<file path="config.mk">
export PLATFORM = sky130hd
export DESIGN_NAME = rf_front_end_config_regs
export DESIGN_NICKNAME = d
export VERILOG_FILES = /design/src/rf_cfg_pkg.sv /design/src/mod_pulse_timer.sv /design/src/rf_front_end_config_regs.sv
export SDC_FILE = /design/constraint.sdc
export NUM_CORES = 1
export LEC_CHECK = 0
export BUFFER_PORTS_ARGS = -buffer_cell sky130_fd_sc_hd__buf_2
export CORE_ASPECT_RATIO = 0.5
export CORE_MARGIN = 2
export CORE_UTILIZATION = 25
export CTS_CLUSTER_SIZE = 40
export DETAILED_ROUTE_END_ITERATION = 8
export GPL_ROUTABILITY_DRIVEN = 0
export GPL_TIMING_DRIVEN = 0
export PLACE_DENSITY = 0.5
export RECOVER_POWER = 25
export SYNTH_ARGS = -nofsm -noshare
export SYNTH_HDL_FRONTEND = slang
export SYNTH_SLANG_ARGS = --single-unit
</file>
<file path="constraint.sdc">
create_clock -name MCLK -period 2 [get_ports MCLK]
set_input_delay 0.1 -clock MCLK [delete_from_list [all_inputs] [get_ports MCLK]]
set_output_delay 0.1 -clock MCLK [all_outputs]
set_load 0.1 [all_outputs]
</file>
<file path="src/rf_cfg_pkg.sv">
// Behaviour
// - Modulation pulse lasts width field plus one
// - Gain field bits 6..4 selects receiver gain
// - N-driver upper nibble sets idle conductance
// - N-driver lower nibble sets modulated conductance
// - Soft power-down forces conductance MSBs high
// - N-driver fields apply only with driver on
// - P-driver idle register: six bits, reset 20h
// - Reserved slots reset 88h and 87h, inert
// - Receiver config resets 48h, gain 33 dB
`default_nettype none
package rf_cfg_pkg;

    // Register offsets
    localparam logic [5:0] OFS_RESERVED_A  = 6'h23;
    localparam logic [5:0] OFS_PULSE_WIDTH = 6'h24;
    localparam logic [5:0] OFS_RESERVED_B  = 6'h25;
    localparam logic [5:0] OFS_RX_GAIN_CFG = 6'h26;
    localparam logic [5:0] OFS_N_DRIVER    = 6'h27;
    localparam logic [5:0] OFS_P_IDLE      = 6'h28;

    // Values after reset
    localparam logic [7:0] RST_RESERVED_A  = 8'h88;
    localparam logic [7:0] RST_PULSE_WIDTH = 8'h26;
    localparam logic [7:0] RST_RESERVED_B  = 8'h87;
    localparam logic [7:0] RST_RX_GAIN_CFG = 8'h48;
    localparam logic [7:0] RST_N_DRIVER    = 8'h88;
    localparam logic [7:0] RST_P_IDLE      = 8'h20;

    // Writable bits of each mixed register
    localparam logic [7:0] MASK_RX_GAIN_CFG = 8'h70;
    localparam logic [7:0] MASK_P_IDLE      = 8'h3F;

    // Field positions
    localparam int GAIN_LSB   = 4;
    localparam int GAIN_MSB   = 6;
    localparam int N_IDLE_LSB = 4;
    localparam int N_IDLE_MSB = 7;
    localparam int N_MOD_LSB  = 0;
    localparam int N_MOD_MSB  = 3;
    localparam int P_IDLE_MSB = 5;

    // Receiver gain figures in dB
    localparam logic [5:0] GAIN_DB_18 = 6'h12;
    localparam logic [5:0] GAIN_DB_23 = 6'h17;
    localparam logic [5:0] GAIN_DB_33 = 6'h21;
    localparam logic [5:0] GAIN_DB_38 = 6'h26;
    localparam logic [5:0] GAIN_DB_43 = 6'h2B;
    localparam logic [5:0] GAIN_DB_48 = 6'h30;

    // Value read from an unmapped offset
    localparam logic [7:0] UNMAPPED_READ = 8'h00;

    // Pulse timer states
    typedef enum logic [1:0] {
        PULSE_IDLE   = 2'b01,
        PULSE_ACTIVE = 2'b10
    } pulse_state_t;

endpackage
`default_nettype wire

</file>
<file path="src/mod_pulse_timer.sv">
`timescale 1ns/1ps
`default_nettype none
// Stretches a start strobe into a pulse of width plus one clock periods
module mod_pulse_timer #(
    parameter int WIDTH_BITS = 8
) (
    // Clock and reset
    input  wire logic                  clk,
    input  wire logic                  rst,
    // Request
    input  wire logic                  start,
    input  wire logic [WIDTH_BITS-1:0] width,
    // Pulse
    output logic                       pulse,
    output logic                       busy
);

    rf_cfg_pkg::pulse_state_t state_r;   // Current state
    rf_cfg_pkg::pulse_state_t state_nxt; // Next state
    logic [WIDTH_BITS-1:0]    count_r;   // Cycles still to run after this one
    logic [WIDTH_BITS-1:0]    count_nxt; // Next count
    logic                     last;      // Final cycle of the pulse

    assign last  = (count_r == '0);
    assign pulse = (state_r == rf_cfg_pkg::PULSE_ACTIVE);
    assign busy  = pulse;

    // Next state; a start while busy is dropped so a pulse is never cut
    always_comb begin
        state_nxt = state_r;
        count_nxt = count_r;
        unique case (state_r)
            rf_cfg_pkg::PULSE_IDLE: begin
                if (start) begin
                    // Width latched here, later writes do not disturb it
                    state_nxt = rf_cfg_pkg::PULSE_ACTIVE;
                    count_nxt = width;
                end
            end
            rf_cfg_pkg::PULSE_ACTIVE: begin
                if (last) begin
                    state_nxt = rf_cfg_pkg::PULSE_IDLE;
                end else begin
                    count_nxt = count_r - 1'b1;
                end
            end
            default: begin
                // Illegal code recovers to idle
                state_nxt = rf_cfg_pkg::PULSE_IDLE;
                count_nxt = '0;
            end
        endcase
    end

    // State registers
    always_ff @(posedge clk) begin
        if (rst) begin
            state_r <= rf_cfg_pkg::PULSE_IDLE;
            count_r <= '0;
        end else begin
            state_r <= state_nxt;
            count_r <= count_nxt;
        end
    end

endmodule
`default_nettype wire

</file>
<file path="src/rf_front_end_config_regs.sv">
`timescale 1ns/1ps
`default_nettype none
// Configuration bank for the RF front end: modulation width, receiver
// gain and antenna driver conductances, with the outputs that steer the
// analog drivers, the receiver and the modulator.
module rf_front_end_config_regs #(
    parameter int ADDR_BITS = 6,
    parameter int DATA_BITS = 8
) (
    // Clock and reset
    input  wire logic                 MCLK,
    input  wire logic                 RST,
    // Register access port
    input  wire logic [ADDR_BITS-1:0] REG_ADDR,
    input  wire logic                 REG_WR_EN,
    input  wire logic [DATA_BITS-1:0] REG_WDATA,
    input  wire logic                 REG_RD_EN,
    output logic      [DATA_BITS-1:0] REG_RDATA,
    output logic                      REG_RD_VALID,
    // Operating state of the analog side
    input  wire logic                 SOFT_PD,
    input  wire logic                 ANT_DRV1_ON,
    input  wire logic                 ANT_DRV2_ON,
    // Miller modulator
    input  wire logic                 MOD_START,
    output logic                      MOD_PULSE,
    output logic                      MOD_BUSY,
    // Receiver
    output logic      [2:0]           RX_GAIN_CODE,
    output logic      [5:0]           RX_GAIN_DB,
    // Driver conductances
    output logic      [3:0]           N_IDLE_G,
    output logic      [3:0]           N_MOD_G,
    output logic      [3:0]           N_ACTIVE_G,
    output logic      [5:0]           P_IDLE_G
);

    // ------------------------------------------------------------------
    // Storage: only the writable fields are held in flip-flops. Reserved
    // slots and reserved bits are constants, which keeps them immune to
    // stray writes and saves area.
    // ------------------------------------------------------------------
    logic [7:0] pulse_width_r;      // Modulation pulse width field
    logic [2:0] gain_r;             // Receiver gain field
    logic [3:0] n_idle_r;           // N-driver idle conductance
    logic [3:0] n_mod_r;            // N-driver modulated conductance
    logic [5:0] p_idle_r;           // P-driver idle conductance

    // Address decode
    logic       hit_pulse_width;    // Write to width register
    logic       hit_gain;           // Write to receiver config
    logic       hit_n_driver;       // Write to n-driver register
    logic       hit_p_idle;         // Write to p-driver register

    assign hit_pulse_width = REG_WR_EN
                           && (REG_ADDR == rf_cfg_pkg::OFS_PULSE_WIDTH);
    assign hit_gain        = REG_WR_EN
                           && (REG_ADDR == rf_cfg_pkg::OFS_RX_GAIN_CFG);
    assign hit_n_driver    = REG_WR_EN
                           && (REG_ADDR == rf_cfg_pkg::OFS_N_DRIVER);
    assign hit_p_idle      = REG_WR_EN
                           && (REG_ADDR == rf_cfg_pkg::OFS_P_IDLE);

    // Reset values split into the stored fields
    localparam logic [2:0] GAIN_RST =
        rf_cfg_pkg::RST_RX_GAIN_CFG[rf_cfg_pkg::GAIN_MSB:rf_cfg_pkg::GAIN_LSB];
    localparam logic [3:0] N_IDLE_RST =
        rf_cfg_pkg::RST_N_DRIVER[rf_cfg_pkg::N_IDLE_MSB:rf_cfg_pkg::N_IDLE_LSB];
    localparam logic [3:0] N_MOD_RST =
        rf_cfg_pkg::RST_N_DRIVER[rf_cfg_pkg::N_MOD_MSB:rf_cfg_pkg::N_MOD_LSB];
    localparam logic [5:0] P_IDLE_RST =
        rf_cfg_pkg::RST_P_IDLE[rf_cfg_pkg::P_IDLE_MSB:0];

    // Width register, full eight bits writable
    always_ff @(posedge MCLK) begin
        if (RST) begin
            pulse_width_r <= rf_cfg_pkg::RST_PULSE_WIDTH;
        end else if (hit_pulse_width) begin
            pulse_width_r <= REG_WDATA[7:0];
        end
    end

    // Receiver gain: only bits 6..4 are taken
    always_ff @(posedge MCLK) begin
        if (RST) begin
            gain_r <= GAIN_RST;
        end else if (hit_gain) begin
            gain_r <=
                REG_WDATA[rf_cfg_pkg::GAIN_MSB:rf_cfg_pkg::GAIN_LSB];
        end
    end

    // N-driver register, two nibbles
    always_ff @(posedge MCLK) begin
        if (RST) begin
            n_idle_r <= N_IDLE_RST;
            n_mod_r  <= N_MOD_RST;
        end else if (hit_n_driver) begin
            n_idle_r <=
                REG_WDATA[rf_cfg_pkg::N_IDLE_MSB:rf_cfg_pkg::N_IDLE_LSB];
            n_mod_r  <=
                REG_WDATA[rf_cfg_pkg::N_MOD_MSB:rf_cfg_pkg::N_MOD_LSB];
        end
    end

    // P-driver idle register, upper two bits dropped
    always_ff @(posedge MCLK) begin
        if (RST) begin
            p_idle_r <= P_IDLE_RST;
        end else if (hit_p_idle) begin
            p_idle_r <= REG_WDATA[rf_cfg_pkg::P_IDLE_MSB:0];
        end
    end

    // ------------------------------------------------------------------
    // Read path. The data is registered, so it shows one cycle after the
    // request together with the valid strobe.
    // ------------------------------------------------------------------
    logic [7:0] gain_view;   // Receiver config as read back
    logic [7:0] n_view;      // N-driver register as read back
    logic [7:0] p_view;      // P-driver register as read back
    logic [7:0] rd_mux;      // Selected read value

    // Reserved bits of mixed registers read back their reset value
    assign gain_view = (rf_cfg_pkg::RST_RX_GAIN_CFG
                        & ~rf_cfg_pkg::MASK_RX_GAIN_CFG)
                     | {1'b0, gain_r, 4'h0};
    assign n_view    = {n_idle_r, n_mod_r};
    assign p_view    = (rf_cfg_pkg::RST_P_IDLE & ~rf_cfg_pkg::MASK_P_IDLE)
                     | {2'b00, p_idle_r};

    // Read selection; unmapped offsets answer with zero
    always_comb begin
        unique case (REG_ADDR)
            rf_cfg_pkg::OFS_RESERVED_A:
                rd_mux = rf_cfg_pkg::RST_RESERVED_A;
            rf_cfg_pkg::OFS_PULSE_WIDTH: rd_mux = pulse_width_r;
            rf_cfg_pkg::OFS_RESERVED_B:
                rd_mux = rf_cfg_pkg::RST_RESERVED_B;
            rf_cfg_pkg::OFS_RX_GAIN_CFG: rd_mux = gain_view;
            rf_cfg_pkg::OFS_N_DRIVER:    rd_mux = n_view;
            rf_cfg_pkg::OFS_P_IDLE:      rd_mux = p_view;
            default:                     rd_mux = rf_cfg_pkg::UNMAPPED_READ;
        endcase
    end

    // Read data and strobe registers
    always_ff @(posedge MCLK) begin
        if (RST) begin
            REG_RDATA    <= '0;
            REG_RD_VALID <= 1'b0;
        end else begin
            REG_RD_VALID <= REG_RD_EN;
            if (REG_RD_EN) begin
                REG_RDATA <= rd_mux;
            end
        end
    end

    // ------------------------------------------------------------------
    // Receiver gain decode. Codes 000/010 and 001/011 alias, so only the
    // top and bottom bits matter below 100.
    // ------------------------------------------------------------------
    function automatic logic [5:0] gain_to_db(input logic [2:0] code);
        logic [5:0] db;
        db = rf_cfg_pkg::GAIN_DB_18;
        unique case (code)
            3'h0, 3'h2: db = rf_cfg_pkg::GAIN_DB_18;
            3'h1, 3'h3: db = rf_cfg_pkg::GAIN_DB_23;
            3'h4:       db = rf_cfg_pkg::GAIN_DB_33;
            3'h5:       db = rf_cfg_pkg::GAIN_DB_38;
            3'h6:       db = rf_cfg_pkg::GAIN_DB_43;
            3'h7:       db = rf_cfg_pkg::GAIN_DB_48;
        endcase
        return db;
    endfunction

    logic [5:0] gain_db; // Decoded gain figure

    assign gain_db = gain_to_db(gain_r);

    // ------------------------------------------------------------------
    // Driver conductances. Soft power-down overrides the programmed MSB
    // but leaves the stored value alone, so the setting returns on wake.
    // ------------------------------------------------------------------
    logic       drv_on;     // Either antenna driver switched on
    logic [3:0] n_idle_eff; // Idle n value after power-down forcing
    logic [3:0] n_mod_eff;  // Modulated n value after forcing
    logic [5:0] p_idle_eff; // Idle p value after forcing
    logic [3:0] n_idle_out; // Idle n value after driver gating
    logic [3:0] n_mod_out;  // Modulated n value after gating
    logic       pulse;      // Modulation pulse from the timer

    assign drv_on     = ANT_DRV1_ON | ANT_DRV2_ON;
    assign n_idle_eff = {n_idle_r[3] | SOFT_PD, n_idle_r[2:0]};
    assign n_mod_eff  = {n_mod_r[3] | SOFT_PD, n_mod_r[2:0]};
    assign p_idle_eff = {p_idle_r[5] | SOFT_PD, p_idle_r[4:0]};

    // With both drivers off the n fields carry no meaning; zero is shown
    assign n_idle_out = drv_on ? n_idle_eff : 4'h0;
    assign n_mod_out  = drv_on ? n_mod_eff  : 4'h0;

    // Output registers for the analog side
    always_ff @(posedge MCLK) begin
        if (RST) begin
            RX_GAIN_CODE <= GAIN_RST;
            RX_GAIN_DB   <= rf_cfg_pkg::GAIN_DB_33;
            N_IDLE_G     <= 4'h0;
            N_MOD_G      <= 4'h0;
            N_ACTIVE_G   <= 4'h0;
            P_IDLE_G     <= P_IDLE_RST;
        end else begin
            RX_GAIN_CODE <= gain_r;
            RX_GAIN_DB   <= gain_db;
            N_IDLE_G     <= n_idle_out;
            N_MOD_G      <= n_mod_out;
            // Driver follows the modulated value while the pulse runs
            N_ACTIVE_G   <= pulse ? n_mod_out : n_idle_out;
            P_IDLE_G     <= p_idle_eff;
        end
    end

    // ------------------------------------------------------------------
    // Modulation pulse. The host is trusted to keep the width within
    // half a bit period; nothing here clips it.
    // ------------------------------------------------------------------
    mod_pulse_timer #(
        .WIDTH_BITS (8)
    ) u_pulse (
        .clk   (MCLK),
        .rst   (RST),
        .start (MOD_START),
        .width (pulse_width_r),
        .pulse (pulse),
        .busy  (MOD_BUSY)
    );

    assign MOD_PULSE = pulse;

endmodule
`default_nettype wire

</file>
== Word level (Yosys, flattened, before mapping) ==
Memories as Yosys holds them, arrays and structs flattened. A register that Yosys moved wholly into a read port is not among the register bits.
Cells that the tools add are included.

* Output and inout bits: 38
* Input bits: 22
* Logic and storage cells: 48
* ROM bits: 48
* Register bits after elaboration: 65
* Memories: 1

{| class="wikitable"
|+ Memories
! memory !! depth !! width !! read ports !! clocked after Yosys merged registers in !! write ports !! line !! text
|-
| (name not given) || 8 || 6 || 1 || 1 || 0 || rf_front_end_config_regs.sv:167 || <nowiki>unique case (code)</nowiki>
|}

* Mux-type cells: 10
* Bitwise logic cells: 4
* Reductions and logical operators: 7
* Equality and inequality tests: 11
* Add/subtract/negate cells: 1

{| class="wikitable"
|+ Operators by type and width
! kind !! count
|-
| 8-bit one-hot mux with 6 select lines || 1
|-
| 6-bit == test (second input constant) || 6
|-
| 8-bit two-way mux || 2
|-
| 8-bit one-hot mux with 2 select lines || 1
|-
| 4-bit two-way mux || 3
|-
| 8-bit logical NOT || 1
|-
| 8-bit by 1-bit subtractor with 8-bit output (second input constant) || 1
|-
| 1-bit logical AND || 4
|-
| 2-bit two-way mux || 2
|-
| 2-bit inequality test (second input constant) || 2
|-
| 1-bit bitwise OR || 4
|-
| 2-bit one-hot mux with 2 select lines || 1
|-
| 2-bit AND reduction || 2
|-
| 2-bit by 1-bit == test with 1-bit output (second input constant) || 1
|-
| 2-bit == test (second input constant) || 1
|-
| 2-bit by 1-bit inequality test with 1-bit output (second input constant) || 1
|}

== Logic depth before layout (Yosys ltp) ==
Gate-level depths: netlist of the first run.

* Depth after elaboration: 3
* Gate-level depth with buffers: 7
* Depth with buffers taken out: 6

== Hierarchy ==
Synthesis of the first run repeated with hierarchy kept, for this count alone.

* Cells, all modules: 332
* Area total of the unflattened synthesis: 3044.2 sq um

{| class="wikitable"
|+ By module, submodules not included
! module !! times used !! cells each !! seq. area each (sq um) !! area an instance (sq um)
|-
| rf_front_end_config_regs || 1 || 245 || 1201.2 || 2331.0
|-
| mod_pulse_timer || 1 || 87 || 200.2 || 713.2
|}

== Worst setup path after synthesis of the first run ==
Ideal clock, no wire load.

* Path type: register to register
* From: register u_pulse.state_r[0]
* To: register u_pulse.count_r[5]
* Cell stages (with the launch flop): 7
* Required time: 1921 ps
* Arrival: 2323 ps
* Clock period less this slack: 2402 ps
* Buffers on the path: 0
* Setup time: 79 ps
* Slack: -402 ps
* Cells stage by stage: dfxtp_1 > inv_1 > ha_1 > nor4bb_1 > a21oi_2 > or3b_1 > o211ai_1

* Word-level cells in the longest chain between the ends: 3
* Elaborated cells on any way between the ends: 6
* Those cells by class: eq/ne (4); mux (1); reduce/logical (1)

{| class="wikitable"
|+ RTL lines
! item !! line !! text
|-
| start: declaration || mod_pulse_timer.sv:18 || <nowiki>rf_cfg_pkg::pulse_state_t state_r;</nowiki>
|-
| start signal: assignment || mod_pulse_timer.sv:58 || <nowiki>state_r <= rf_cfg_pkg::PULSE_IDLE;</nowiki>
|-
| start signal: assignment || mod_pulse_timer.sv:61 || <nowiki>state_r <= state_nxt;</nowiki>
|-
| 2-bit == test (*) || -- ||
|-
| named net MOD_BUSY || rf_front_end_config_regs.sv:27 || <nowiki>output logic MOD_BUSY,</nowiki>
|-
| 2-bit inequality test (no source line) || -- ||
|-
| 2-bit AND reduction (no source line) || -- ||
|-
| end signal: assignment || mod_pulse_timer.sv:62 || <nowiki>count_r <= count_nxt;</nowiki>
|-
| end: declaration || mod_pulse_timer.sv:20 || <nowiki>logic [WIDTH_BITS-1:0] count_r;</nowiki>
|}

The timed path passes the listed nets; every way through them passes the cells marked *.
A chain may end at the register's enable or synchronous reset.

== Worst setup path after layout of the first run ==
* From: register u_pulse.state_r[1]
* To: register u_pulse.count_r[6]

* Word-level cells in the longest chain between the ends: 3
* Elaborated cells on any way between the ends: 6
* Those cells by class: eq/ne (4); mux (1); reduce/logical (1)

{| class="wikitable"
|+ RTL lines
! item !! line !! text
|-
| 2-bit == test or 2-bit by 1-bit == test with 1-bit output (tied branches) || mod_pulse_timer.sv:32 || <nowiki>unique case (state_r)</nowiki>
|-
| 2-bit inequality test (no source line) || -- ||
|-
| 2-bit AND reduction (no source line) || -- ||
|}

Parallel ways exist; a longest one is shown, timed or not.

==> out/results.env, run 1 <==
CELL_TYPES_OCCUPYING_THE_MOST_AREA_AFTER_SYNTHESIS='sky130_fd_sc_hd__dfxtp_1 46%, sky130_fd_sc_hd__mux2i_1 6.3%, sky130_fd_sc_hd__nor2_1 4.8%'
FINAL_HOLD_VIOL_COUNT=0
WORST_PIN_SLEW_NS=1.170
TIMING.MAX_SLEW.REL_SLACK=0.2234
AVGROUTEDWIREPERCELL_UM=14.18
CLOCK-SINKS=70
CLKLATENCYLATEPIN_NS=0.33
SYNTH_CELL_TYPE_COUNT=58
FLOORPLAN.DIE_AREA_UM2=13120
PEAKVDDDROP_mV=0.4645
DRCVIOLATIONCOUNT=0
YOSYSTOPAREACELL='sky130_fd_sc_hd__dfxtp_1'
FLOORPLAN.DIE.WIDTH_UM=160.0
POWER_DENSITY_nW_PER_UM2=923.5
GRT_MAX_DEGREE=14
DRT_FIRST_PASS_ITERS=4
SYNTH_FP_NETS=358
NUMBER_OF_ANTENNA_VIOLATIONS_AT_THE_FIRST_CHECK_IN_GLOBAL_ROUTING=0
WORST_HOLD_MARGIN_NS=0.05592
SHARE_OF_THE_CORE_FILLED_WITH_CELLS_IN_THE_FINAL_LAYOUT=0.3269
CTS.PATH.MAX_BUFFERS=2
PLACEDINSTANCEAREA_UM2=3552
ALL_LAYER_GR_USAGE=0.1316
FINAL_LAYOUT_SIZE_SUFFIX_GT1_FRAC=0.1818
DESIGN.FINAL.NETS=430
SETUP_VIOL_COUNT_FINAL=0
REQUIRED_NS=2.27
REG2REGPATHDEPTH=7
WORST_EP_ARRIVAL_TIME_NS=2.15
KIND_OF_CRITICAL_PATH='reg -> reg'
ROUTE.VIAS.TOTAL=2577
CORE_AREA_UM2=11840
CTSHTREEMAXLEVEL=3
POST_DRT_VIA_CELL_RATIO=4.505
WORST_SETUP_PATH_STARTPOINT='u_pulse.state_r[1]$_SDFFE_PP0P_'
CLK_PIN_SLEW_NS=0.06
WORSTHOLDPATHTYPE='in -> reg'
PLACEMENT_ROWS=28
INSTANCE_COUNT_AFTER_PLACEMENT_WITH_TAP_CELLS_INCLUDED=553
TOP_CELL_TYPES_BY_OCCURRENCE_AFTER_SYNTHESIS='70 x sky130_fd_sc_hd__dfxtp_1, 39 x sky130_fd_sc_hd__nor2_1, 25 x sky130_fd_sc_hd__nand2_1, 19 x sky130_fd_sc_hd__mux2i_1, 17 x sky130_fd_sc_hd__a21oi_1'
AREA_TAKEN_BY_MULTI_INPUT_LOGIC_GATES_UM2=1483
POST-ROUTE-PERIOD-UTIL=0.9377
DPL.HPWL_MM=6.253
TRITONCTS_CLOCK_TREE='done'
OUTCOME='completed'
ANTENNADIODECOUNT=0
CRITICAL_PATH.ENDPOINT_TYPE='register'
DRT_ITER0_DRC=149
SYNTH_EDF_COUNT=0
WORST_SETUP_PATH_ENDPOINT='u_pulse.count_r[6]$_SDFFE_PP0P_'
SYNTHESIS_STAGE_REGISTER_BIT_COUNT=70
SLEW_VIOLATIONS=0
CHIPHEIGHT_UM=82.01
GRT_PASS1_VIAS=2494
GRT_PASS1_WL_MM=13.10
POST-ROUTE-MIN-PERIOD_NS=1.875
TIMING.FMAX_MHz=533.2
PLACE.PORT_BUFFERS=58
NETLIST_AREA_UM2=3043
SYNTH_MOST_COMMON_CELL='sky130_fd_sc_hd__dfxtp_1'
INITIAL_CORE_UTIL=0.2570
TIMING.SETUP.TNS_NS=0
TOTALWIRELENGTH_MM=8.112
DOMINANTREGCELLSYNTH='sky130_fd_sc_hd__dfxtp_1'
AREA_DELTA_SYNTH_FINAL_PCT=27.22
RSZ_0062_RAISED_AFTER_GLOBAL_ROUTING='false'
NUM_IO_PINS=60
FF2FF_SETUP_SLACK_NS=0.12
REG2REG_FROM='u_pulse.state_r[1]$_SDFFE_PP0P_'
TRITONCTS.NUM_BUFFERS=9
FINAL-SEQ-AREA_UM2=1401
FILLCELLCOUNT=1293
FINAL_DESIGN_AREA_NO_FILL_UM2=3871
SETUP.WORST_PATH.START_CLASS='register'
FINAL_CELLS=572
SYNTHESIS.AREA_PER_INSTANCE_UM2=9.221
SYNTHESIS.INSTANCES=330
WORST_R2R_ENDPOINT='u_pulse.count_r[6]$_SDFFE_PP0P_'
TIMING.CLOCK.SKEW_NS=0.006307
POSTSYNTH.ASYNCRESETSHARE=0
P_LEAK_nW=1.496
CRIT_PATH_MAX_FANOUT=10
SYNTHESIS.YOSYS.WARNINGS=0
MAXCAPVIOLCOUNT=0
GLOBALROUTE.TOTALOVERFLOW=0
POSTROUTEANTENNANETS=0
SYNTH.YOSYS.SEQ_AREA_SHARE=0.4605
SYNTH_TOP_AREA_SHARE=0.4605
CTS_ROOT_BUFFER='sky130_fd_sc_hd__clkbuf_16'
## cell type report
cell class	instances	share of cell area
clock inverters	6	0.02424
well taps	165	0.05333
repair buffers	61	0.07595
multi-input cells	225	0.3830
plain buffers	20	0.02780
flip-flops and latches	70	0.3620
inverters	15	0.01454
clock buffers	10	0.05915
## layer usage
layer | vias to the layer above | global-route usage | wire, um
met3 | 9 | 0.03687 | 363
met1 | 1218 | 0.1671 | 4025
met4 | 0 | 0.04595 | 107
li1 | 1301 | - | -
met5 | - | 0 | 0
met2 | 49 | 0.2182 | 3616
## state kept, by name, summed over array words and instances, names as in the netlist
register         flops
u_pulse.state_r      2
u_pulse.count_r      8
REG_RD_VALID         1
RX_GAIN_DB           6
N_MOD_G              4
gain_r               3
N_IDLE_G             4
pulse_width_r        8
N_ACTIVE_G           4
n_idle_r             4
REG_RDATA            8
n_mod_r              4
P_IDLE_G             6
p_idle_r             6
RX_GAIN_CODE         2
## per-stage QoR
| step | total power [mW] | setup WS [ns] |
|---|---|---|
| after floorplan | 1.769 | 0.1124 |
| after global placement | 1.879 | 0.1506 |
| after detailed placement | 1.882 | 0.1351 |
| after CTS | 3.630 | 0.1108 |
| after global routing | 3.730 | 0.04298 |
| final | 3.575 | 0.1247 |
## report_power, final
group	internal, mW	switching (mW)
clock	1.10	0.624
combinational	0.150	0.258
sequential	1.42	0.0220
total	2.67	0.903
## placed cells by master, fill, tap and decap left out, types with 5 or more instances in the layout
| cell | synthesis | routed |
|---|---|---|
| sky130_fd_sc_hd__nand2b_1 | 7 | 7 |
| sky130_fd_sc_hd__dfxtp_1 | 70 | 70 |
| sky130_fd_sc_hd__o21ai_0 | 8 | 8 |
| sky130_fd_sc_hd__ha_1 | 6 | 5 |
| sky130_fd_sc_hd__a211o_1 | 5 | 5 |
| sky130_fd_sc_hd__nand3_1 | 12 | 12 |
| sky130_fd_sc_hd__buf_2 | 2 | 39 |
| sky130_fd_sc_hd__a221oi_1 | 5 | 5 |
| sky130_fd_sc_hd__inv_1 | 15 | 15 |
| sky130_fd_sc_hd__nand2_1 | 25 | 25 |
| sky130_fd_sc_hd__a21oi_1 | 17 | 17 |
| sky130_fd_sc_hd__nor2_1 | 39 | 39 |
| sky130_fd_sc_hd__and2_1 | 7 | 7 |
| sky130_fd_sc_hd__nor2b_1 | 11 | 11 |
| sky130_fd_sc_hd__mux2i_1 | 19 | 19 |
| sky130_fd_sc_hd__clkbuf_1 | 9 | 32 |
| sky130_fd_sc_hd__clkbuf_16 | 0 | 9 |
## what timing repair did
item / 4_1_cts / 5_1_grt
setup buffers: 0 / 0
gates resized for setup: 0 / 0
hold buffers: 3 / 0
setup endpoints to repair: 0 / 0
hold endpoints to repair: 3 / 0
## worst max-delay path, cell delays in order (launching register included)
cell and delay [ns]:
sky130_fd_sc_hd__dfxtp_1 0.36, sky130_fd_sc_hd__inv_1 0.07, sky130_fd_sc_hd__ha_1 0.19, sky130_fd_sc_hd__buf_6 0.14
sky130_fd_sc_hd__nor2b_1 0.17, sky130_fd_sc_hd__or3_1 0.38, sky130_fd_sc_hd__or4_1 0.41, sky130_fd_sc_hd__nand3_1 0.09
## kinds of logic after synthesis
family | after synthesis | share of synthesized area
multiplexers | 19 | 0.06250
XOR/XNOR | 4 | 0.01152
flip-flops | 70 | 0.4605
adder cells (fa/ha/maj) | 6 | 0.02467
AND/OR/NAND/NOR | 136 | 0.2414
AO/OA/AOI/OAI | 60 | 0.1431
buffers and inverters | 35 | 0.05633
## how the worst min path moves through the flow
| stage | startpoint | endpoint | slack (ns) | cells after the start |
|---|---|---|---|---|
| final | REG_WDATA[2] | p_idle_r[2]$_SDFFE_PP0P_ | 0.06 | 3 |
| after global routing | REG_WDATA[0] | pulse_width_r[0]$_SDFFE_PP0P_ | 0.06 | 3 |
| after CTS | REG_WDATA[2] | p_idle_r[2]$_SDFFE_PP0P_ | 0.05 | 3 |
| after detailed placement | SOFT_PD | P_IDLE_G[5]$_SDFF_PP1_ | 0.34 | 2 |
| after global placement | SOFT_PD | P_IDLE_G[5]$_SDFF_PP1_ | 0.34 | 2 |
| after floorplan | RST | REG_RD_VALID$_SDFF_PP0_ | 0.18 | 1 |
No activity file was read; power rests on OpenSTA's default activity.
==> run 2, diff against run 1 <==
- RECOVER_POWER: 25 -> 50
- SLEW_MARGIN: not set -> 20
==> run 2 against run 1 <==
  * Design area decreased by 0.52%
  * Sequential power barely moved
  * First-iteration DRC count up 4.7%
  * Non-clock buffer count is the same
  * Clock power about the same
  * Worst hold slack better by 0.0024 ns
  * Highest routed layer unchanged
==> out/results.env, run 2 (synthesis results as in run 1) <==
POSTROUTEANTENNANETS=0
DRT_FIRST_PASS_ITERS=4
GLOBALROUTE.TOTALOVERFLOW=0
WORST_EP_ARRIVAL_TIME_NS=2.15
GRTUSAGEMET3=0.03687
GRT_PASS1_WL_MM=13.10
GRT_MAX_DEGREE=14
LAYOUT.CELLS.MOST_COMMON_LIST='70 x sky130_fd_sc_hd__dfxtp_1, 48 x sky130_fd_sc_hd__clkbuf_1, 39 x sky130_fd_sc_hd__nor2_1'
FINAL_HOLD_VIOL_COUNT=0
SLEW_VIOLATIONS=0
GRT_PASS1_VIAS=2494
CLK_PIN_SLEW_NS=0.06
AREA_DELTA_SYNTH_FINAL_PCT=26.56
POST_CTS.RESIZED_INSTANCES=0
MET1_USAGE=0.1671
CHIPHEIGHT_UM=82.01
ROUTE.VIAS.TOTAL=2571
PLACE.PORT_BUFFERS=58
TIMING.FMAX_MHz=533.3
POST-ROUTE-PERIOD-UTIL=0.9376
REQUIRED_NS=2.27
CRIT_PATH_MAX_FANOUT=10
FLOORPLAN.DIE.WIDTH_UM=160.0
NUMBER_OF_ANTENNA_VIOLATIONS_AT_THE_FIRST_CHECK_IN_GLOBAL_ROUTING=0
PEAKVDDDROP_mV=0.4623
CTS_ROOT_BUFFER='sky130_fd_sc_hd__clkbuf_16'
CTSHTREEMAXLEVEL=3
OUTCOME='completed'
DRCVIOLATIONCOUNT=0
P_LEAK_nW=1.433
POSTCTSSETUPREPAIRBUFS=0
INITIAL_CORE_UTIL=0.2570
TRITONCTS.NUM_BUFFERS=9
CLOCK-SINKS=70
LARGEST_REGISTERS_IN_THE_FINAL_LAYOUT='REG_RDATA (8), pulse_width_r (8), u_pulse.count_r (8)'
TIMING.CLOCK.SKEW_NS=0.006385
WORSTHOLDPATHTYPE='in -> reg'
CRITICAL_PATH.N_BUFFERS_INVERTERS=2
PLACEMENT_ROWS=28
GROUTE.LAYER.MET2.USAGE=0.2182
KIND_OF_CRITICAL_PATH='reg -> reg'
DRT_ITER0_DRC=156
AVGROUTEDWIREPERCELL_UM=14.12
FINAL_COMMON_CELL='sky130_fd_sc_hd__dfxtp_1'
SETUP.WORST_PATH.START_CLASS='register'
CORE_AREA_UM2=11840
CLKLATENCYLATEPIN_NS=0.33
MAXCAPVIOLCOUNT=0
TIMING.MAX_SLEW.REL_SLACK=0.2235
NUM_IO_PINS=60
SETUP_WS_NS=0.1247
DESIGN.FINAL.NETS=430
POST-ROUTE-MIN-PERIOD_NS=1.875
ALL_LAYER_GR_USAGE=0.1316
SETUP_VIOL_COUNT_FINAL=0
CPLARGESTDELAYFAMILY='simple AND/OR/NAND/NOR gates'
POST_DRT_VIA_CELL_RATIO=4.495
CRITICAL-PATH-SLOWEST-CELL='sky130_fd_sc_hd__or4_1'
DPL.HPWL_MM=6.253
POWER_DENSITY_nW_PER_UM2=926.8
WORST_PIN_SLEW_NS=1.170
PLACE_WS_NS=0.1351
CTS.PATH.MAX_BUFFERS=2
CRITICAL_PATH.CELL_CHAIN='inv_1, ha_1, buf_6, nor2b_1, or3_1, or4_1, nand3_1'
FLOORPLAN.DIE_AREA_UM2=13120
ANTENNADIODECOUNT=0
FINAL_LAYOUT_SIZE_SUFFIX_GT1_FRAC=0.1425
CTS_HOLD_BUF=3
TIMING.CRITICAL_PATH.SLOWEST_CELL_DELAY_NS=0.41
TOTALWIRELENGTH_MM=8.076
TIMING.SETUP.TNS_NS=0
RSZ_0062_RAISED_AFTER_GLOBAL_ROUTING='false'
CRITICAL_PATH.ENDPOINT_TYPE='register'
GRT_MOST_USED_LAYER='met2'
TRITONCTS_CLOCK_TREE='done'
==> run 2: layout make-up <==
cell class / count / area, um2
Tap cell: 165 / 206.4
Buffer: 20 / 107.6
Multi-Input combinational cell: 225 / 1483
Timing Repair Buffer: 61 / 274.0
Clock inverter: 6 / 93.84
Fill cell: 1302 / 7990
Inverter: 15 / 56.30
Clock buffer: 10 / 229.0
Sequential cell: 70 / 1401
==> run 2: report_power, final <==
part | internal, mW | total (mW) | leakage, nW | switching [mW]
registers | 1.42 | 1.44 | 0.567 | 0.0221
clock network | 1.10 | 1.72 | 0.154 | 0.618
logic | 0.149 | 0.407 | 0.713 | 0.258
total | 2.67 | 3.57 | 1.43 | 0.898
==> run 2: per-stage QoR <==
stage | util | std cells | hold WS, ns | power [mW] | cell area [um2]
after floorplan | - | 330 | 0.1780 | 1.769 | 3055
after global placement | 0.3000 | 553 | 0.3380 | 1.879 | 3552
after detailed placement | 0.3000 | 553 | 0.3394 | 1.882 | 3552
after CTS | 0.3298 | 572 | 0.04748 | 3.630 | 3905
after global routing | 0.3252 | 572 | 0.06464 | 3.729 | 3851
final | 0.3252 | 572 | 0.05830 | 3.569 | 3851
==> run 2: routing by layer <==
| layer | routed length [um] | part of all wire | vias to the layer above |
|---|---|---|---|
| met2 | 3587 | 0.44 | 46 |
| met1 | 4026 | 0.50 | 1216 |
| met3 | 358 | 0.044 | 9 |
| li1 | - | - | 1300 |
| met4 | 102 | 0.013 | 0 |
| met5 | 0 | 0 | - |
==> run 2: path summary, 6_finish.rpt <==
kind	start	endpoint	slack, ns	cells past startpoint
worst max register to register	u_pulse.state_r[1]$_SDFFE_PP0P_	u_pulse.count_r[6]$_SDFFE_PP0P_	0.12	7
worst min-delay path	REG_WDATA[2]	p_idle_r[2]$_SDFFE_PP0P_	0.06	3
worst min register to register	REG_RDATA[6]$_SDFFE_PP0P_	REG_RDATA[6]$_SDFFE_PP0P_	0.46	2
worst max-delay path	u_pulse.state_r[1]$_SDFFE_PP0P_	u_pulse.count_r[6]$_SDFFE_PP0P_	0.12	7
==> run 2: worst register-to-register path: stages, from the launching register on <==
cell and delay (ns):
sky130_fd_sc_hd__dfxtp_1 0.36, sky130_fd_sc_hd__inv_1 0.07, sky130_fd_sc_hd__ha_1 0.19, sky130_fd_sc_hd__buf_6 0.14, sky130_fd_sc_hd__nor2b_1 0.17, sky130_fd_sc_hd__or3_1 0.38, sky130_fd_sc_hd__or4_1 0.41, sky130_fd_sc_hd__nand3_1 0.09
==> run 3, diff against run 2 <==
- REMOVE_ABC_BUFFERS: not set -> 1
==> run 3 against run 2 <==
  * Critical path depth decreased by 1
  * Global-route usage decreased by 0.74 points
  * First-iteration DRC count increased by 5.1%
  * Sequential power about the same
  * Non-clock buffer count decreased by 20
  * Power increased by 0.83%
  * Die area unchanged
==> out/results.env, run 3 (synthesis results as in run 1) <==
OUTCOME='completed'
WORST_R2R_ENDPOINT='u_pulse.count_r[5]$_SDFFE_PP0P_'
AREA_TAKEN_BY_MULTI_INPUT_LOGIC_GATES_UM2=1491
HOLD_END='n_mod_r[3]$_SDFFE_PP1P_'
POSTROUTEANTENNANETS=0
PLACEMENT_ROWS=28
GRT_PASS1_WL_MM=12.31
CHIPHEIGHT_UM=82.01
REPORT.POWER.TOTAL_mW=3.599
TRITONCTS.NUM_BUFFERS=9
FINAL_COMMON_CELL='sky130_fd_sc_hd__dfxtp_1'
CRIT_PATH_MAX_FANOUT=15
CLK_PIN_SLEW_NS=0.06
WORST_EP_ARRIVAL_TIME_NS=2.12
LAYOUT.CELLS.MOST_COMMON_LIST='70 x sky130_fd_sc_hd__dfxtp_1, 39 x sky130_fd_sc_hd__nor2_1, 35 x sky130_fd_sc_hd__clkbuf_1'
POST-ROUTE-PERIOD-UTIL=0.9317
POST-ROUTE-MIN-PERIOD_NS=1.863
FF2FF_SETUP_SLACK_NS=0.14
WORSTHOLDPATHTYPE='in -> reg'
WORST_PIN_SLEW_NS=1.208
ROUTE.VIAS.TOTAL=2481
CLOCK-SINKS=70
P_LEAK_nW=1.406
CTS.PATH.MAX_BUFFERS=2
GRT_MAX_DEGREE=59
REQUIRED_NS=2.26
REG2REGPATHDEPTH=6
REG2REG_FROM='u_pulse.state_r[0]$_SDFFE_PP1P_'
SLEW_VIOLATIONS=0
FLOORPLAN.DIE_AREA_UM2=13120
FILLCELLCOUNT=1287
CLOCK_POWER_SHARE=0.491
CELL_DEPTH_OF_THE_WORST_MIN_DELAY_PATH=2
GRT_PASS1_VIAS=2267
GLOBALROUTE.TOTALOVERFLOW=0
SHARE_OF_THE_CORE_FILLED_WITH_CELLS_IN_THE_FINAL_LAYOUT=0.3180
POWER.SHARE.COMBINATIONAL=0.108
TIMING.MAX_SLEW.REL_SLACK=0.1981
POWER_DENSITY_nW_PER_UM2=955.6
TRITONCTS_CLOCK_TREE='done'
FINAL-SEQ-AREA_UM2=1401
SETUP.WORST_PATH.START_CLASS='register'
AREA_DELTA_SYNTH_FINAL_PCT=23.77
POST_DRT_VIA_CELL_RATIO=4.486
CTSHTREEMAXLEVEL=3
FINAL_LAYOUT_SIZE_SUFFIX_GT1_FRAC=0.1447
FINAL_HOLD_VIOL_COUNT=0
ALL_LAYER_GR_USAGE=0.1241
INITIAL_CORE_UTIL=0.2570
AVGROUTEDWIREPERCELL_UM=14.03
SWITCHING_POWER_AS_A_SHARE_OF_TOTAL_POWER=0.2357
DRT_ITER0_DRC=164
NUM_IO_PINS=60
MAXCAPVIOLCOUNT=0
TIMING.FMAX_MHz=536.7
START_POINT_OF_THE_WORST_HOLD_PATH='REG_WDATA[3]'
TIMING.CLOCK.SKEW_NS=0.004996
PEAKVDDDROP_mV=0.3715
CORE_AREA_UM2=11840
NUMBER_OF_ANTENNA_VIOLATIONS_AT_THE_FIRST_CHECK_IN_GLOBAL_ROUTING=1
TOTALWIRELENGTH_MM=7.758
KIND_OF_CRITICAL_PATH='reg -> reg'
POSTCTSSETUPREPAIRBUFS=0
PLACE.PORT_BUFFERS=59
CTS_ROOT_BUFFER='sky130_fd_sc_hd__clkbuf_16'
RSZ_0062_RAISED_AFTER_GLOBAL_ROUTING='false'
SETUP_VIOL_COUNT_FINAL=0
NETSWITCHINGPOWER_uW=848.1
CLKLATENCYLATEPIN_NS=0.33
FLOORPLAN.DIE.WIDTH_UM=160.0
DPL.HPWL_MM=5.496
CRITICAL_PATH.ENDPOINT_TYPE='register'
DESIGN.FINAL.NETS=410
SEQUENTIALPOWERSHARE=0.401
DRCVIOLATIONCOUNT=0
CELL_INTERNAL_PWR_mW=2.751
LARGEST_REGISTERS_IN_THE_FINAL_LAYOUT='REG_RDATA (8), pulse_width_r (8), u_pulse.count_r (8)'
DRT_FIRST_PASS_ITERS=4
[run 3: cell count changes in the layout (fill, tap and decap cells not counted), moves of 2 or more]
cell / delta
sky130_fd_sc_hd__buf_1: -2
sky130_fd_sc_hd__buf_4: -4
sky130_fd_sc_hd__buf_6: -2
sky130_fd_sc_hd__clkbuf_1: -13
sky130_fd_sc_hd__clkbuf_8: +3
sky130_fd_sc_hd__inv_6: -2
[run 3: power groups by stage]
stage | combinational [mW] | clock [mW] | sequential (mW)
after CTS | 0.383 | 1.81 | 1.44
final | 0.387 | 1.77 | 1.44
after floorplan | 0.213 | 0 | 1.52
after global placement | 0.377 | 0 | 1.47
after global routing | 0.423 | 1.88 | 1.45
after detailed placement | 0.376 | 0 | 1.47
[run 3: stage by stage]
step                      setup TNS, ns  instance area, um2  hold slack, ns  setup slack [ns]  instances
after global routing                  0                3764         0.02430           0.01817        552
after floorplan                  -12.84                2928          0.1662            -1.299        310
after global placement           -1.616                3430          0.3254           -0.2529        534
final                                 0                3766         0.02674            0.1367        553
after CTS                             0                3794         0.02102          0.004010        552
after detailed placement         -1.430                3430          0.3333           -0.2633        534
[run 3: metal layers]
layer,global-route usage,up-vias,share of wire
li1,-,1256,-
met2,0.1801,61,0.43
met4,0.04054,0,0.0082
met5,0,-,0
met1,0.1663,1158,0.50
met3,0.05202,6,0.062
[run 3: worst max path at each step]
stage,from,endpoint,slack (ns),cells past startpoint
3_3_place_gp,u_pulse.state_r[0]$_SDFFE_PP1P_,u_pulse.count_r[5]$_SDFFE_PP0P_,-0.25,6
6_report,u_pulse.state_r[0]$_SDFFE_PP1P_,u_pulse.count_r[5]$_SDFFE_PP0P_,0.14,6
3_5_place_dp,u_pulse.state_r[0]$_SDFFE_PP1P_,u_pulse.count_r[5]$_SDFFE_PP0P_,-0.26,6
2_1_floorplan,u_pulse.state_r[0]$_SDFFE_PP1P_,u_pulse.count_r[5]$_SDFFE_PP0P_,-1.30,6
4_1_cts,u_pulse.state_r[0]$_SDFFE_PP1P_,u_pulse.count_r[5]$_SDFFE_PP0P_,0.004,6
5_1_grt,u_pulse.state_r[0]$_SDFFE_PP1P_,u_pulse.count_r[5]$_SDFFE_PP0P_,0.02,6
[run 3: repair_timing]
action,4_1_cts,5_1_grt
endpoints found under the setup margin,8,2
cloned,0,0
endpoints found under the hold margin,2,0
resized for setup,2,2
hold buffers,2,0
[run 3: final cells by class]
| type | instances | area share |
|---|---|---|
| multi-input combinational | 225 | 0.3960 |
| clock buffer | 13 | 0.07176 |
| clock inverter | 3 | 0.01728 |
| timing repair buffer | 61 | 0.07243 |
| tap | 165 | 0.05482 |
| sequential | 70 | 0.3721 |
| antenna | 1 | 0.0006645 |
| inverter | 15 | 0.01495 |
[run 3: critical path, cell delays in order, from the launching register on]
cell	delay [ns]
sky130_fd_sc_hd__dfxtp_1	0.33
sky130_fd_sc_hd__inv_1	0.10
sky130_fd_sc_hd__ha_4	0.27
sky130_fd_sc_hd__nor4bb_2	0.40
sky130_fd_sc_hd__a21oi_2	0.20
sky130_fd_sc_hd__or3b_1	0.41
sky130_fd_sc_hd__o211ai_1	0.09
